===== src/hw/acs_pkg.sv =====
// package: constants and carrier types for the channel scan sequencer
package acs_pkg;
  // register addresses on the internal write port
  localparam logic [3:0] ADDR_PRIMARY_CONFIG_REGISTER = 4'h1;
  localparam logic [3:0] ADDR_CONFIG1 = 4'h2;
  localparam logic [3:0] ADDR_CONFIG2 = 4'h3;
  localparam logic [3:0] ADDR_CONFIG3 = 4'h4;
  localparam logic [3:0] ADDR_IRQ = 4'h5;
  localparam logic [3:0] ADDR_MUX = 4'h6;
  localparam logic [3:0] ADDR_SCAN = 4'h7;
  localparam logic [3:0] ADDR_TIMER = 4'h8;
  localparam logic [3:0] ADDR_OFFCAL = 4'h9;
  localparam logic [3:0] ADDR_GAINCAL = 4'hA;
  // configuration register field positions
  localparam int OPMODE_LSB = 0;
  localparam int CONVMODE_LSB = 6;
  localparam int PRE_LSB = 6;
  localparam int OSR_LSB = 2;
  localparam int GAIN_LSB = 3;
  localparam int AZ_BIT = 2;
  localparam int ZC_EN_BIT = 1;
  localparam int SC_EN_BIT = 0;
  localparam int IRQMODE_LSB = 2;
  // scan register layout
  localparam int WAIT_LSB = 21;
  localparam logic [15:0] MASK_2CH = 16'hF103;
  localparam logic [15:0] MASK_4CH = 16'hF30F;
  localparam logic [15:0] MASK_8CH = 16'hFFFF;
  // operating and conversion mode codes
  localparam logic [1:0] MODE_SHDN = 2'h0;
  localparam logic [1:0] MODE_STBY = 2'h2;
  localparam logic [1:0] MODE_CONV = 2'h3;
  localparam logic [1:0] CONV_CONT = 2'h3;
  // forced channel settings
  localparam logic [7:0] MUX_SUPPLY = 8'h98;
  localparam logic [7:0] MUX_TEMP = 8'hDE;
  localparam logic [7:0] MUX_ZERO = 8'h88;
  localparam logic [7:0] MUX_COMMON = 8'hF8;
  localparam logic [2:0] GAIN_THIRD = 3'h0;
  localparam logic [2:0] GAIN_ONE = 3'h1;
  // timing counts
  localparam int SETUP_DECIMATOR_CLOCK = 256;
  localparam logic [23:0] SETUP_CNT = 24'h000100;
  localparam int RESTART_MCLK = 2;
  localparam logic [1:0] RESTART_CNT = 2'(RESTART_MCLK);
  // write strobe from the serial front end
  typedef struct packed {
    logic       valid;
    logic [3:0] addr;
    logic [23:0] data;
  } acs_wr_t;
  // analog control toward the converter
  typedef struct packed {
    logic [1:0] mode;
    logic [7:0] mux;
    logic [2:0] gain;
    logic       short_gnd;
  } acs_ana_t;
endpackage : acs_pkg


===== src/hw/acs_sequencer.sv =====
// module: scan sequencer with restart decision logic
`timescale 1ns/1ps
//////////////////////////////////////////////////////////////////////////////
//////////////////////////////////////////////////////////////////////////////
module acs_sequencer #(
  parameter logic [15:0] CHAN_MASK = acs_pkg::MASK_8CH
) (
  input wire logic SYS_CLK_I,
  input wire logic RST_N_I,
  input wire logic DECIMATOR_CLOCK_TICK_I,
  input wire acs_pkg::acs_wr_t WR_I,
  input wire logic CONV_DONE_I,
  output acs_pkg::acs_ana_t ANA_O,
  output logic CONV_RESET_O,
  output logic CONV_START_O,
  output logic SCAN_ACTIVE_O,
  output logic [3:0] CHAN_ID_O,
  output logic [1:0] MODE_RD_O,
  output logic [23:0] SCAN_RD_O,
  output logic [23:0] TIMER_RD_O
);

  typedef enum logic [2:0] {
    ACS_IDLE, ACS_CONV, ACS_WAIT, ACS_GAP, ACS_SINGLE
  } acs_state_t;

  //////////////////////////////////////////////////////////////////////////
  // register storage
  logic [1:0] op_mode_r;      // visible operating mode
  logic [1:0] conv_mode_r;    // one-shot or continuous
  logic [1:0] pre_r;          // prescaler
  logic [3:0] osr_r;          // oversampling ratio
  logic [2:0] gain_r;         // programmed gain
  logic az_r;                 // auto-zero chopping
  logic zc_en_r;              // zero correction enable
  logic sc_en_r;              // scale correction enable
  logic [1:0] irq_mode_r;     // interrupt mode
  logic [7:0] mux_r;          // single-channel selection
  logic [23:0] scan_r;        // scan config: wait and mask
  logic [23:0] timer_r;       // cycle interval count
  logic [1:0] int_mode_r;     // internal mode, hidden
  acs_state_t state_r;        // sequencer state
  logic [3:0] chan_r;         // channel in conversion
  logic [23:0] cnt_r;         // wait and interval counter
  logic [1:0] rst_cnt_r;      // restart delay counter
  logic cycle_restart_r;      // pending restart is a whole cycle

  logic [15:0] mask;          // usable enabled channels
  logic scan_mode;
  logic wr;
  logic [1:0] w_op;
  logic [23:0] d;
  logic restart_conv;
  logic restart_cycle;
  logic stop;
  logic [9:0] wait_len;
  logic [3:0] next_chan;
  logic has_next;
  logic [3:0] first_chan;

  assign d = WR_I.data;
  assign wr = WR_I.valid;
  assign w_op = d[acs_pkg::OPMODE_LSB +: 2];
  assign mask = scan_r[15:0] & CHAN_MASK;
  assign scan_mode = |mask;

  //////////////////////////////////////////////////////////////////////////
  // wait length decode
  always_comb begin
    unique case (scan_r[acs_pkg::WAIT_LSB +: 3])
      3'h0: wait_len = 10'h000;
      3'h1: wait_len = 10'h008;
      3'h2: wait_len = 10'h010;
      3'h3: wait_len = 10'h020;
      3'h4: wait_len = 10'h040;
      3'h5: wait_len = 10'h080;
      3'h6: wait_len = 10'h100;
      3'h7: wait_len = 10'h200;
    endcase
  end

  //////////////////////////////////////////////////////////////////////////
  // priority search: next enabled channel below current, and first
  always_comb begin
    next_chan = 4'h0;
    has_next = 1'b0;
    first_chan = 4'h0;
    for (int i = 0; i < 16; i++) begin
      if (mask[i]) begin
        first_chan = 4'(i);
      end
      if (mask[i] && (4'(i) < chan_r)) begin
        next_chan = 4'(i);
        has_next = 1'b1;
      end
    end
  end

  //////////////////////////////////////////////////////////////////////////
  // write classification: which writes restart what
  always_comb begin
    restart_conv = 1'b0;
    restart_cycle = 1'b0;
    stop = 1'b0;
    if (wr) begin
      unique case (WR_I.addr)
        acs_pkg::ADDR_PRIMARY_CONFIG_REGISTER: begin
          if (w_op == acs_pkg::MODE_CONV) begin
            restart_cycle = 1'b1;
          end else begin
            stop = 1'b1;
          end
        end
        acs_pkg::ADDR_CONFIG1, acs_pkg::ADDR_CONFIG2: begin
          restart_conv = 1'b1;
        end
        acs_pkg::ADDR_CONFIG3: begin
          // enables restart only on change; other bits are digital
          restart_conv = (d[acs_pkg::ZC_EN_BIT] != zc_en_r) ||
                         (d[acs_pkg::SC_EN_BIT] != sc_en_r);
        end
        acs_pkg::ADDR_IRQ: begin
          restart_conv = d[acs_pkg::IRQMODE_LSB +: 2] != irq_mode_r;
        end
        acs_pkg::ADDR_MUX: begin
          restart_conv = !scan_mode;
        end
        acs_pkg::ADDR_SCAN: begin
          // wait field alone is ignored out of scan
          if (scan_mode) begin
            restart_cycle = (state_r != ACS_GAP);
          end else begin
            restart_cycle = |(d[15:0] & CHAN_MASK);
          end
        end
        acs_pkg::ADDR_TIMER: begin
          restart_cycle = scan_mode && (state_r == ACS_GAP);
        end
        acs_pkg::ADDR_OFFCAL: begin
          restart_conv = zc_en_r;
        end
        acs_pkg::ADDR_GAINCAL: begin
          restart_conv = sc_en_r;
        end
        default: begin
          // no restart for unmapped or digital-only writes
          restart_conv = 1'b0;
        end
      endcase
    end
  end

  //////////////////////////////////////////////////////////////////////////
  // register writes; digital fields just store
  always_ff @(posedge SYS_CLK_I or negedge RST_N_I) begin
    if (!RST_N_I) begin
      op_mode_r <= 2'h0;
      conv_mode_r <= 2'h0;
      pre_r <= 2'h0;
      osr_r <= 4'h3;
      gain_r <= acs_pkg::GAIN_ONE;
      az_r <= 1'b0;
      zc_en_r <= 1'b0;
      sc_en_r <= 1'b0;
      irq_mode_r <= 2'h0;
      mux_r <= 8'h01;
      scan_r <= 24'h000000;
      timer_r <= 24'h000000;
    end else if (wr) begin
      unique case (WR_I.addr)
        acs_pkg::ADDR_PRIMARY_CONFIG_REGISTER: op_mode_r <= w_op;
        acs_pkg::ADDR_CONFIG1: begin
          pre_r <= d[acs_pkg::PRE_LSB +: 2];
          osr_r <= d[acs_pkg::OSR_LSB +: 4];
        end
        acs_pkg::ADDR_CONFIG2: begin
          gain_r <= d[acs_pkg::GAIN_LSB +: 3];
          az_r <= d[acs_pkg::AZ_BIT];
        end
        acs_pkg::ADDR_CONFIG3: begin
          conv_mode_r <= d[acs_pkg::CONVMODE_LSB +: 2];
          zc_en_r <= d[acs_pkg::ZC_EN_BIT];
          sc_en_r <= d[acs_pkg::SC_EN_BIT];
        end
        acs_pkg::ADDR_IRQ: irq_mode_r <= d[acs_pkg::IRQMODE_LSB +: 2];
        acs_pkg::ADDR_MUX: mux_r <= d[7:0];
        acs_pkg::ADDR_SCAN: begin
          scan_r <= {d[23:16], d[15:0] & CHAN_MASK};
        end
        acs_pkg::ADDR_TIMER: timer_r <= d;
        default: op_mode_r <= op_mode_r;
      endcase
    end
  end

  //////////////////////////////////////////////////////////////////////////
  // restart delay: reset now, start two master clocks later
  always_ff @(posedge SYS_CLK_I or negedge RST_N_I) begin
    if (!RST_N_I) begin
      rst_cnt_r <= 2'h0;
      cycle_restart_r <= 1'b0;
    end else if (stop) begin
      rst_cnt_r <= 2'h0;
      cycle_restart_r <= 1'b0;
    end else if (restart_cycle || restart_conv) begin
      rst_cnt_r <= acs_pkg::RESTART_CNT;
      cycle_restart_r <= restart_cycle || cycle_restart_r;
    end else if (rst_cnt_r != 2'h0) begin
      rst_cnt_r <= rst_cnt_r - 2'h1;
    end else begin
      cycle_restart_r <= 1'b0;
    end
  end

  assign CONV_RESET_O = restart_conv || restart_cycle || stop;
  assign CONV_START_O = (rst_cnt_r == 2'h1) &&
                        (op_mode_r == acs_pkg::MODE_CONV);

  //////////////////////////////////////////////////////////////////////////
  // scan state machine
  always_ff @(posedge SYS_CLK_I or negedge RST_N_I) begin
    if (!RST_N_I) begin
      state_r <= ACS_IDLE;
      chan_r <= 4'h0;
      cnt_r <= 24'h000000;
      int_mode_r <= acs_pkg::MODE_SHDN;
    end else if (stop) begin
      state_r <= ACS_IDLE;
      int_mode_r <= w_op;
    end else if (CONV_START_O) begin
      if (cycle_restart_r || state_r == ACS_IDLE) begin
        // whole cycle restarts from highest channel
        state_r <= scan_mode ? ACS_CONV : ACS_SINGLE;
        chan_r <= scan_mode ? first_chan : 4'h0;
        int_mode_r <= acs_pkg::MODE_CONV;
      end else if (state_r == ACS_WAIT || state_r == ACS_GAP) begin
        // parked between conversions: keep standby or shutdown
        state_r <= state_r;
      end else begin
        state_r <= state_r;
        int_mode_r <= acs_pkg::MODE_CONV;
      end
    end else if (rst_cnt_r != 2'h0) begin
      state_r <= state_r;
    end else begin
      unique case (state_r)
        ACS_IDLE, ACS_SINGLE: state_r <= state_r;
        ACS_CONV: begin
          if (CONV_DONE_I) begin
            if (has_next) begin
              chan_r <= next_chan;
              if (wait_len != 10'h000) begin
                state_r <= ACS_WAIT;
                cnt_r <= {14'h0000, wait_len};
                int_mode_r <= acs_pkg::MODE_STBY;
              end
            end else if (conv_mode_r == acs_pkg::CONV_CONT) begin
              state_r <= ACS_GAP;
              chan_r <= first_chan;
              cnt_r <= timer_r;
              int_mode_r <= (timer_r > acs_pkg::SETUP_CNT) ?
                acs_pkg::MODE_SHDN : acs_pkg::MODE_STBY;
            end else begin
              state_r <= ACS_IDLE;
              int_mode_r <= acs_pkg::MODE_STBY;
            end
          end
        end
        ACS_WAIT: begin
          if (DECIMATOR_CLOCK_TICK_I) begin
            if (cnt_r <= 24'h000001) begin
              state_r <= ACS_CONV;
              int_mode_r <= acs_pkg::MODE_CONV;
            end else begin
              cnt_r <= cnt_r - 24'h000001;
            end
          end
        end
        ACS_GAP: begin
          if (cnt_r == 24'h000000) begin
            state_r <= ACS_CONV;
            int_mode_r <= acs_pkg::MODE_CONV;
          end else if (DECIMATOR_CLOCK_TICK_I) begin
            cnt_r <= cnt_r - 24'h000001;
            if (cnt_r == acs_pkg::SETUP_CNT + 24'h000001) begin
              int_mode_r <= acs_pkg::MODE_STBY;
            end
          end
        end
      endcase
    end
  end

  //////////////////////////////////////////////////////////////////////////
  // analog control with forced internal channels
  always_comb begin
    ANA_O.mode = int_mode_r;
    ANA_O.mux = mux_r;
    ANA_O.gain = gain_r;
    ANA_O.short_gnd = 1'b0;
    if (scan_mode) begin
      unique case (chan_r)
        4'hF: begin
          ANA_O.mux = acs_pkg::MUX_ZERO;
          ANA_O.short_gnd = 1'b1;
        end
        4'hE: begin
          ANA_O.mux = acs_pkg::MUX_COMMON;
          ANA_O.gain = acs_pkg::GAIN_ONE;
        end
        4'hD: begin
          ANA_O.mux = acs_pkg::MUX_SUPPLY;
          ANA_O.gain = acs_pkg::GAIN_THIRD;
        end
        4'hC: begin
          ANA_O.mux = acs_pkg::MUX_TEMP;
          ANA_O.gain = acs_pkg::GAIN_ONE;
        end
        4'hB: ANA_O.mux = 8'h67;
        4'hA: ANA_O.mux = 8'h45;
        4'h9: ANA_O.mux = 8'h23;
        4'h8: ANA_O.mux = 8'h01;
        default: ANA_O.mux = {1'b0, chan_r[2:0], 4'h8};
      endcase
    end
  end

  //////////////////////////////////////////////////////////////////////////
  // readback
  assign MODE_RD_O = op_mode_r;
  assign SCAN_RD_O = scan_r;
  assign TIMER_RD_O = timer_r;
  assign SCAN_ACTIVE_O = scan_mode && (state_r != ACS_IDLE);
  assign CHAN_ID_O = chan_r;

endmodule : acs_sequencer


===== config.mk =====
export PLATFORM = sky130hd
export DESIGN_NAME = acs_sequencer
export DESIGN_NICKNAME = d
export VERILOG_FILES = /design/src/hw/acs_pkg.sv /design/src/hw/acs_sequencer.sv
export SDC_FILE = /design/constraint.sdc
export NUM_CORES = 1
export LEC_CHECK = 0
export ABC_AREA = 1
export CAP_MARGIN = 20
export CORE_UTILIZATION = 46
export DETAILED_ROUTE_END_ITERATION = 10
export DONT_BUFFER_PORTS = 1
export GPL_TIMING_DRIVEN = 0
export PLACE_DENSITY = 0.7
export SETUP_SLACK_MARGIN = 0.5
export SYNTH_ARGS = -nofsm -noshare
export SYNTH_HDL_FRONTEND = slang
export SYNTH_SLANG_ARGS = --single-unit

===== constraint.sdc =====
create_clock -name SYS_CLK_I -period 1.9 [get_ports SYS_CLK_I]
set_input_delay 0.38 -clock SYS_CLK_I [delete_from_list [all_inputs] [get_ports SYS_CLK_I]]
set_output_delay 0.38 -clock SYS_CLK_I [all_outputs]
set_load 0.005 [all_outputs]

Yosys cells after proc, flatten, opt, wreduce, memory -nomap -nowiden
Memories as Yosys holds them, arrays and structs flattened.
Cells that the tools add are included.
{ "totals": {"mem_count": 1, "out_inout_bits": 71, "romBits": 56, "ff_bits": 103, "elab_cells": 255} }
{ "op_classes": {"addsub": 2, "n_eq_ne": 52, "mux": 111, "reduce_logical": 53, "bitwise_logic": 3, "order_cmp": 18} }
{ "mem_list": {"columns": ["name", "words", "width", "read_ports", "rd_ports_with_merged_regs", "write_ports", "line_no", "text"], "rows": [
  ["(name not given)", 8, 7, 1, 0, 0, "acs_sequencer.sv:70", "unique case (scan_r[acs_pkg::WAIT_LSB +: 3])"]
]} }
{ "ops": {"columns": ["cell", "count"], "rows": [
  ["two-way mux 24 bit", 8],
  ["two-way mux 4 bit", 32],
  ["case mux 24 bit (3 select lines)", 1],
  ["case mux 8 bit (8 select lines)", 1],
  ["two-way mux 2 bit", 23],
  ["== test 4 bit, second input constant", 11],
  ["two-way mux 3 bit", 11],
  ["< comparator 4 bit, first input constant", 8],
  ["OR reduction 16 bit", 2],
  ["two-way mux 1 bit", 29],
  ["== test 24 x 9 -> 1 bit, second input constant", 1],
  ["> comparator 24 x 9 -> 1 bit, second input constant", 1],
  ["<= comparator 24 x 1 -> 1 bit, second input constant", 1],
  ["zero test 24 bit", 1],
  ["subtractor 24 x 1 -> 24 bit, second input constant", 1],
  ["logical AND 1 bit", 19],
  ["== test 4 x 3 -> 1 bit, second input constant", 4],
  ["< comparator 3 x 4 -> 1 bit, first input constant", 4],
  ["!= test 3 bit, second input constant", 5],
  ["AND reduction 2 bit", 7],
  ["two-way mux 12 bit", 1],
  ["!= test 2 bit, second input constant", 6],
  ["!= test 4 bit, second input constant", 3],
  ["nonzero test 3 bit", 4],
  ["36 further kinds", 55]
]} }

Depth between registers and ports, before layout
Gate-level depths: netlist of the first run.
{ "logic_depth": {"word_depth": 24, "mapped_depth": 20, "depth_no_buf": 19} }

Least setup slack after synthesis of the first run
No wires, ideal clock.
{ "synth_path": {"kind": "reg2reg", "startpoint": "register cnt_r[0]", "endpoint": "register int_mode_r[1]", "required_ns": 1.782, "arrival_ns": 1.954, "n_path_buf": 0, "stages_incl_launch_ff": 16, "path_slack_ns": -0.172, "path_cell_list": "dfrtp_1 inv_1 ha_1 inv_1 nor2_4 nand2_2 nor2_2 nand2_1 a21oi_1 nor2_1 nand2_1 nand4_1 nor2_1 nand2_1 nand2_1 nand2_1"} }
{ "synth_via": {"elab_chain_cells": 6, "elab_cells_between_ends": 12, "cone_classes": "order compare: 1; eq/ne: 4; mux: 5; reduce/logical: 2"} }
{ "synth_rtl": {"columns": ["item", "line_no", "text"], "rows": [
  ["start, declared", "acs_sequencer.sv:44", "logic [23:0] cnt_r;"],
  ["start signal, assigned", "acs_sequencer.sv:254", "cnt_r <= {14'h0000, wait_len};"],
  ["start signal, assigned", "acs_sequencer.sv:260", "cnt_r <= timer_r;"],
  ["start signal, assigned", "acs_sequencer.sv:275", "cnt_r <= cnt_r - 24'h000001;"],
  ["parallel branches: the longest is 6 deep, another holds <= comparator 24 x 1 -> 1 bit", null, null],
  ["end signal, assigned", "acs_sequencer.sv:226", "int_mode_r <= acs_pkg::MODE_SHDN;"],
  ["end signal, assigned", "acs_sequencer.sv:229", "int_mode_r <= w_op;"],
  ["end signal, assigned", "acs_sequencer.sv:235", "int_mode_r <= acs_pkg::MODE_CONV;"],
  ["end, declared", "acs_sequencer.sv:41", "logic [1:0] int_mode_r;"]
]} }
Parallel ways; which one is timed is not known. The select of a mux whose other input is x is not followed.
A chain may end at the register's enable or synchronous reset.

==> metrics, run 1 <==
Synth async-reset ratio=100.0%; Starting Density=47.13%; worst min path class=in2async; total congestion overflow=0; dpl hpwl=13.84 mm; PnR worst setup slack=-0.4080 ns; Syn Inst Count=886; H-tree Lvls=3; DP Worst Slack=-0.3819 ns; Pleak=3.794 nW; CTS Buf Count=9; Post-synth EDFFs=0; Top FF cell, synth=dfrtp_1; Detail Route Antenna Nets=0; relative slew slack=49.78%; Util after Layout=58.69%; CTS tree=done; CTS root buf=clkbuf_16; Pwr Total=11.99 mW; IO Port Bufs=0; worst-skew pair later-pin latency=0.36 ns; global-route wire length before repair=31.73 mm; violated checks=hold timing, setup timing; Placed Cells incl. Taps=1062; Worst-Margin Slew=0.7465 ns; CP Launch Type=register; synthesized net count=923; hold_ws=-0.2911 ns; Synth-to-Final Area Change=24.54%; layout cells sized above 1=24.24%; Layout Nets=989; Clock Tree Buf Depth=2; first drt pass iteration count=5; final period utilization=121.5%; Worst IR Drop VDD=0.8570 mV; Tmin final=2.308 ns; crit path kind=reg2out; core area=13240 sq um; CP endpoint kind=primary output; initial drt markers=560; synthesized cell area=6241 sq um; Sink Count=103; Synth cell types=43; power per cell area=1543 nW/um^2; CP Max Fanout=10; max cap viols=0; Yosys reg bits=103; Yosys warning total=0; Row Count=42; Seq/Total Area, Yosys=41.34%; vias in the first global route=6059; met3 Use GR=9.218%; WP data arrival=1.93 ns; Reg clk slew, reported paths=0.07 ns; WL/cell=17.77 um; status=finished with violations; skew final=0.01205 ns; Die Footprint=14040 sq um; Crit path required time=1.52 ns; Post-DP Area=6589 sq um; largest net degree at the start of global routing=104; antenna violations before repair=0; unrepaired setup endpoints after global routing=yes; final instance area=7772 sq um; die width=118.5 um; max-slew violation count=0; Non-Filler Instances=1133; GRT busiest layer=met2; Via density=5.695; total negative slack=-15.30 ns; routability cong.=0.9343; total track usage=29.26%; met2 usage=46.32%; max frequency=0.4333 GHz; final number of setup-violating endpoints=50; flop-to-flop setup slack=-0.39 ns; Die Y-Extent=118.5 um; DR vias=6453; DRC Markers=0; Ant. Diodes=0; Final Hold Viols=103; io pins=104; met1 Resource Use GR=36.86%; final WL=20.13 mm; syn_area_per_cell=7.044 sq um
[sequential cells by signal, indices dropped and copies added, names as in the netlist, 2 cells and up]
signal,flops
SCAN_RD_O,24
cnt_r,24
CHAN_ID_O,4
int_mode_r,2
irq_mode_r,2
MODE_RD_O,2
TIMER_RD_O,24
state_r,3
gain_r,3
mux_r,8
conv_mode_r,2
rst_cnt_r,2
[cells by family after synthesis]
group,Yosys count,synth area share (%)
AND/OR/NAND/NOR,473,33.48
AO/OA/AOI/OAI,162,13.97
buffers and inverters,129,8.300
flip-flops,103,41.34
XOR/XNOR,15,2.105
adder cells (fa/ha/maj),4,0.8020
[final cells by class]
class,count,area [sq um]
fill,1203,5470
multi-input combinational,654,3597
sequential,103,2596
timing repair buffer,55,466.7
inverter,99,387.9
clock buffer,10,239.0
tap,176,220.2
buffer,30,215.2
clock inverter,6,50.05
[per-layer routing]
metal	wire length (um)	part of all wire, %	up-vias
met2	9320	46	291
met4	604	3.0	0
met3	1866	9.3	47
met1	8340	41	3070
li1	-	-	3045
met5	0	0	-
[where the power goes]
group / leakage [nW] / switching [mW] / internal (mW) / total, mW
sequential: 1.30 / 0.908 / 2.81 / 3.72
clock: 0.142 / 0.926 / 0.948 / 1.87
combinational: 2.35 / 3.86 / 2.53 / 6.40
total: 3.79 / 5.70 / 6.29 / 12.0
[worst max-delay path: stages, from the launching register on]
cell and delay [ns]:
dfrtp_2 0.47, nor2_2 0.14, nand3_2 0.10, nor2_2 0.19
nand2_4 0.10, buf_4 0.15, buf_12 0.14, o21ai_0 0.07
o21ai_1 0.08, o21ai_1 0.11
[synth_stat cells, types with 9 or more instances]
master    number  share of area, %
xor2_1         9               1.3
nor2_1        84               5.1
nand4_1       37               3.7
nor4_1         9              0.90
nor2_2        10               1.0
clkbuf_1      20               1.2
nand3_1       53               4.3
a21oi_1       20               1.6
inv_1         91               5.5
nand2_1      250                15
dfrtp_1      101                40
o21ai_0      120               9.6
[repair_timing]
action / 4_1_cts / 5_1_grt
buffers inserted: 40 / 13
gates cloned: 2 / 0
resized for setup: 104 / 49
setup endpoints to repair: 62 / 99
hold endpoints to repair: 103 / 103
pin swaps: 27 / 29
[cells in the final DEF, fill, tap and decap left out, types with 4 or more instances in the layout]
cell	Yosys	routed
a21oi_1	20	14
nand2_1	250	233
buf_6	3	12
dfrtp_2	0	13
or2_2	4	4
inv_2	8	13
buf_4	1	47
nand2_2	7	17
o21ai_2	0	8
xnor2_1	6	6
clkbuf_16	0	9
nor2_1	84	57
nor3_1	8	7
xor2_1	9	9
inv_1	91	81
nor2_2	10	21
a21oi_2	3	8
clkbuf_1	20	9
nand2_4	2	8
nand3_1	53	48
o21ai_0	120	98
dfrtp_1	101	88
nor4_1	9	7
nor2_4	1	17
clkbuf_2	0	7
nand4_1	37	37
o21ai_1	1	15
inv_6	0	4
nand3_2	2	6
[final timing paths]
check | startpoint | to | cells after the start
worst max-delay path | SCAN_RD_O[5] | ANA_O[8] | 9
worst min-delay path | RST_N_I | SCAN_RD_O[18] | 0
worst max register to register | CHAN_ID_O[1] | cnt_r[18] | 16
worst min register to register | mux_r[4] | mux_r[4] | 2
max in group asynchronous | RST_N_I | mux_r[0] | 0
min in group SYS_CLK_I | WR_I[21] | SCAN_RD_O[21] | 2
No activity file was read; power rests on OpenSTA's default activity.
==> run 2, diff against run 1 <==
--- a/config.mk
+++ b/config.mk
@@ -13,5 +13,4 @@
 export GPL_TIMING_DRIVEN = 0
 export PLACE_DENSITY = 0.7
-export SETUP_SLACK_MARGIN = 0.5
 export SYNTH_ARGS = -nofsm -noshare
 export SYNTH_HDL_FRONTEND = slang
==> constraint.sdc (replaced) <==
create_clock -name SYS_CLK_I -period 1.9 [get_ports SYS_CLK_I]
set_input_delay 0.38 -clock SYS_CLK_I [delete_from_list [all_inputs] [get_ports SYS_CLK_I]]
set_output_delay 0.38 -clock SYS_CLK_I [all_outputs]
set_load 0.01 [all_outputs]
==> run 2 against run 1 <==
Compared with the run above: sequential cell count unchanged; sequential power increased by 3%; global-route usage increased by 0.093 points; routed wire length increased by 0.30%; clock skew decreased by 0.00093 ns; the run still ends with hold timing, setup timing left.
==> metrics, run 2 (same netlist as run 1, synthesis figures left out) <==
Tmin final=2.365 ns; Row Count=42; Ant. Diodes=0; Starting Density=47.13%; antenna violations before repair=0; relative slew slack=55.69%; worst-skew pair later-pin latency=0.37 ns; Die Footprint=14040 sq um; Placed Cells incl. Taps=1062; Non-Filler Instances=1124; hold_ws=-0.3034 ns; Sink Count=103; final number of setup-violating endpoints=47; Reg clk slew, reported paths=0.08 ns; layout cells sized above 1=24.79%; Clock Power Share=15.7%; core area=13240 sq um; WL/cell=17.96 um; CP Launch Type=register; initial drt markers=592; critical path depth=14; H-tree Lvls=3; r2r startpoint=CHAN_ID_O[1]; worst setup path endpoint=cnt_r[1]; crit path kind=reg2reg; DRC Markers=0; Clock Tree Buf Depth=2; max frequency=0.4229 GHz; Critical Path Start=CHAN_ID_O[1]; Cell Int Power=6.290 mW; Worst IR Drop VDD=1.013 mV; CP Max Fanout=7; final period utilization=124.5%; Crit path required time=2.15 ns; status=finished with violations; max cap viols=0; total congestion overflow=0; most frequent cells in the layout=216 x nand2_1, 102 x o21ai_0, 84 x dfrtp_1; skew final=0.01111 ns; worst min path class=in2async; die width=118.5 um; Die Y-Extent=118.5 um; CTS root buf=clkbuf_16; global-route wire length before repair=32.06 mm; WP data arrival=2.62 ns; flop-to-flop setup slack=-0.46 ns; PnR worst setup slack=-0.4646 ns; Util after Layout=59.05%; leading cell type in the layout, fill and taps excluded=nand2_1; Layout Nets=980; combinational power share=53.0%; Detail Route Antenna Nets=0; cell breakdown of the critical path=buf_6 -> nor2_4 -> a21oi_2 -> a21oi_2 -> nand4_4 -> inv_2 -> nand2_4 -> nand4_1 -> nand3_2 -> nand2_4 -> nand3_4 -> buf_4 -> nand2_1 -> nand2_1; CP peak stage delay=0.43 ns; Final Hold Viols=103; final WL=20.19 mm; Critical-path top delay cell=dfrtp_1; CTS Buf Count=9; power per cell area=1569 nW/um^2; DR vias=6479; switching pwr=5.979 mW; unrepaired setup endpoints after global routing=yes; routability cong.=0.9200; dpl hpwl=13.98 mm; vias in the first global route=6156; Worst-Margin Slew=0.6647 ns; sequential power share=31.3%; largest net degree at the start of global routing=104; Pleak=3.783 nW; CP top delay family=simple AND/OR/NAND/NOR gates; IO Port Bufs=0; reg2reg path depth=14; Via density=5.764; CP endpoint kind=register; Crit path buffers/inverters=3; violated checks=hold timing, setup timing; max-slew violation count=0; Crit Reg-Reg Endpoint=cnt_r[1]; switching share of power=48.73%; io pins=104; first drt pass iteration count=5; CTS tree=done; total track usage=29.35%; Synth-to-Final Area Change=25.30%
[run 2: worst min path at each step]
| stage | cells past startpoint | endpoint |
|---|---|---|
| 2_1_floorplan | 0 | CHAN_ID_O[0] |
| 3_3_place_gp | 0 | SCAN_RD_O[17] |
| 3_5_place_dp | 0 | SCAN_RD_O[19] |
| 4_1_cts | 0 | SCAN_RD_O[20] |
| 5_1_grt | 0 | SCAN_RD_O[20] |
| 6_report | 0 | SCAN_RD_O[17] |
[run 2: area by class of cell]
cell class,instances,area (sq um)
timing repair buffer,47,442.9
buffer,29,182.7
sequential,103,2601
clock inverter,7,80.08
tap,176,220.2
multi-input combinational,654,3675
inverter,99,392.9
clock buffer,9,225.2
fill,1197,5423
[run 2: power by group through the flow]
| stage | combinational [mW] | clock, mW | sequential, mW |
|---|---|---|---|
| floorplan | 4.04 | 0 | 3.50 |
| global placement | 4.97 | 0 | 3.78 |
| detailed placement | 5.05 | 0 | 3.78 |
| CTS | 6.01 | 1.94 | 3.79 |
| global route | 7.15 | 2.01 | 3.92 |
| finish | 6.50 | 1.93 | 3.84 |
[run 2: repair_timing]
item / 4_1_cts / 5_1_grt
gates resized for setup: 142 / 47
endpoints found under the hold margin: 103 / 103
cloned: 1 / 1
endpoints found under the setup margin: 51 / 51
buffers inserted: 35 / 10
pin swaps: 27 / 19
[run 2: stage by stage]
step | power, mW | cell area (sq um) | hold slack (ns) | setup slack, ns | TNS, ns
2_1_floorplan | 7.537 | 6344 | 0.08441 | -0.02317 | -0.4908
3_3_place_gp | 8.749 | 6564 | 0.08804 | -0.7943 | -16.91
3_5_place_dp | 8.827 | 6564 | 0.08705 | -0.7906 | -17.97
4_1_cts | 11.75 | 7600 | -0.3110 | -0.3960 | -13.48
5_1_grt | 13.08 | 7820 | -0.3182 | -0.5733 | -21.97
6_report | 12.27 | 7820 | -0.3034 | -0.4646 | -17.61
[run 2: worst register-to-register path: stages (launching register included)]
cell and delay [ns]:
dfrtp_1 0.43, buf_6 0.17, nor2_4 0.12, a21oi_2 0.08, a21oi_2 0.25, nand4_4 0.17, inv_2 0.10, nand2_4 0.07
nand4_1 0.17, nand3_2 0.14, nand2_4 0.12, nand3_4 0.13, buf_4 0.18, nand2_1 0.06, nand2_1 0.06
[run 2: layer usage]
| metal | up-vias | GRT usage (%) | wire length, um |
|---|---|---|---|
| li1 | 3031 | - | - |
| met1 | 3076 | 37.30 | 8233 |
| met2 | 309 | 45.44 | 9256 |
| met3 | 63 | 9.411 | 1922 |
| met4 | 0 | 13.61 | 780 |
| met5 | - | 0 | 0 |
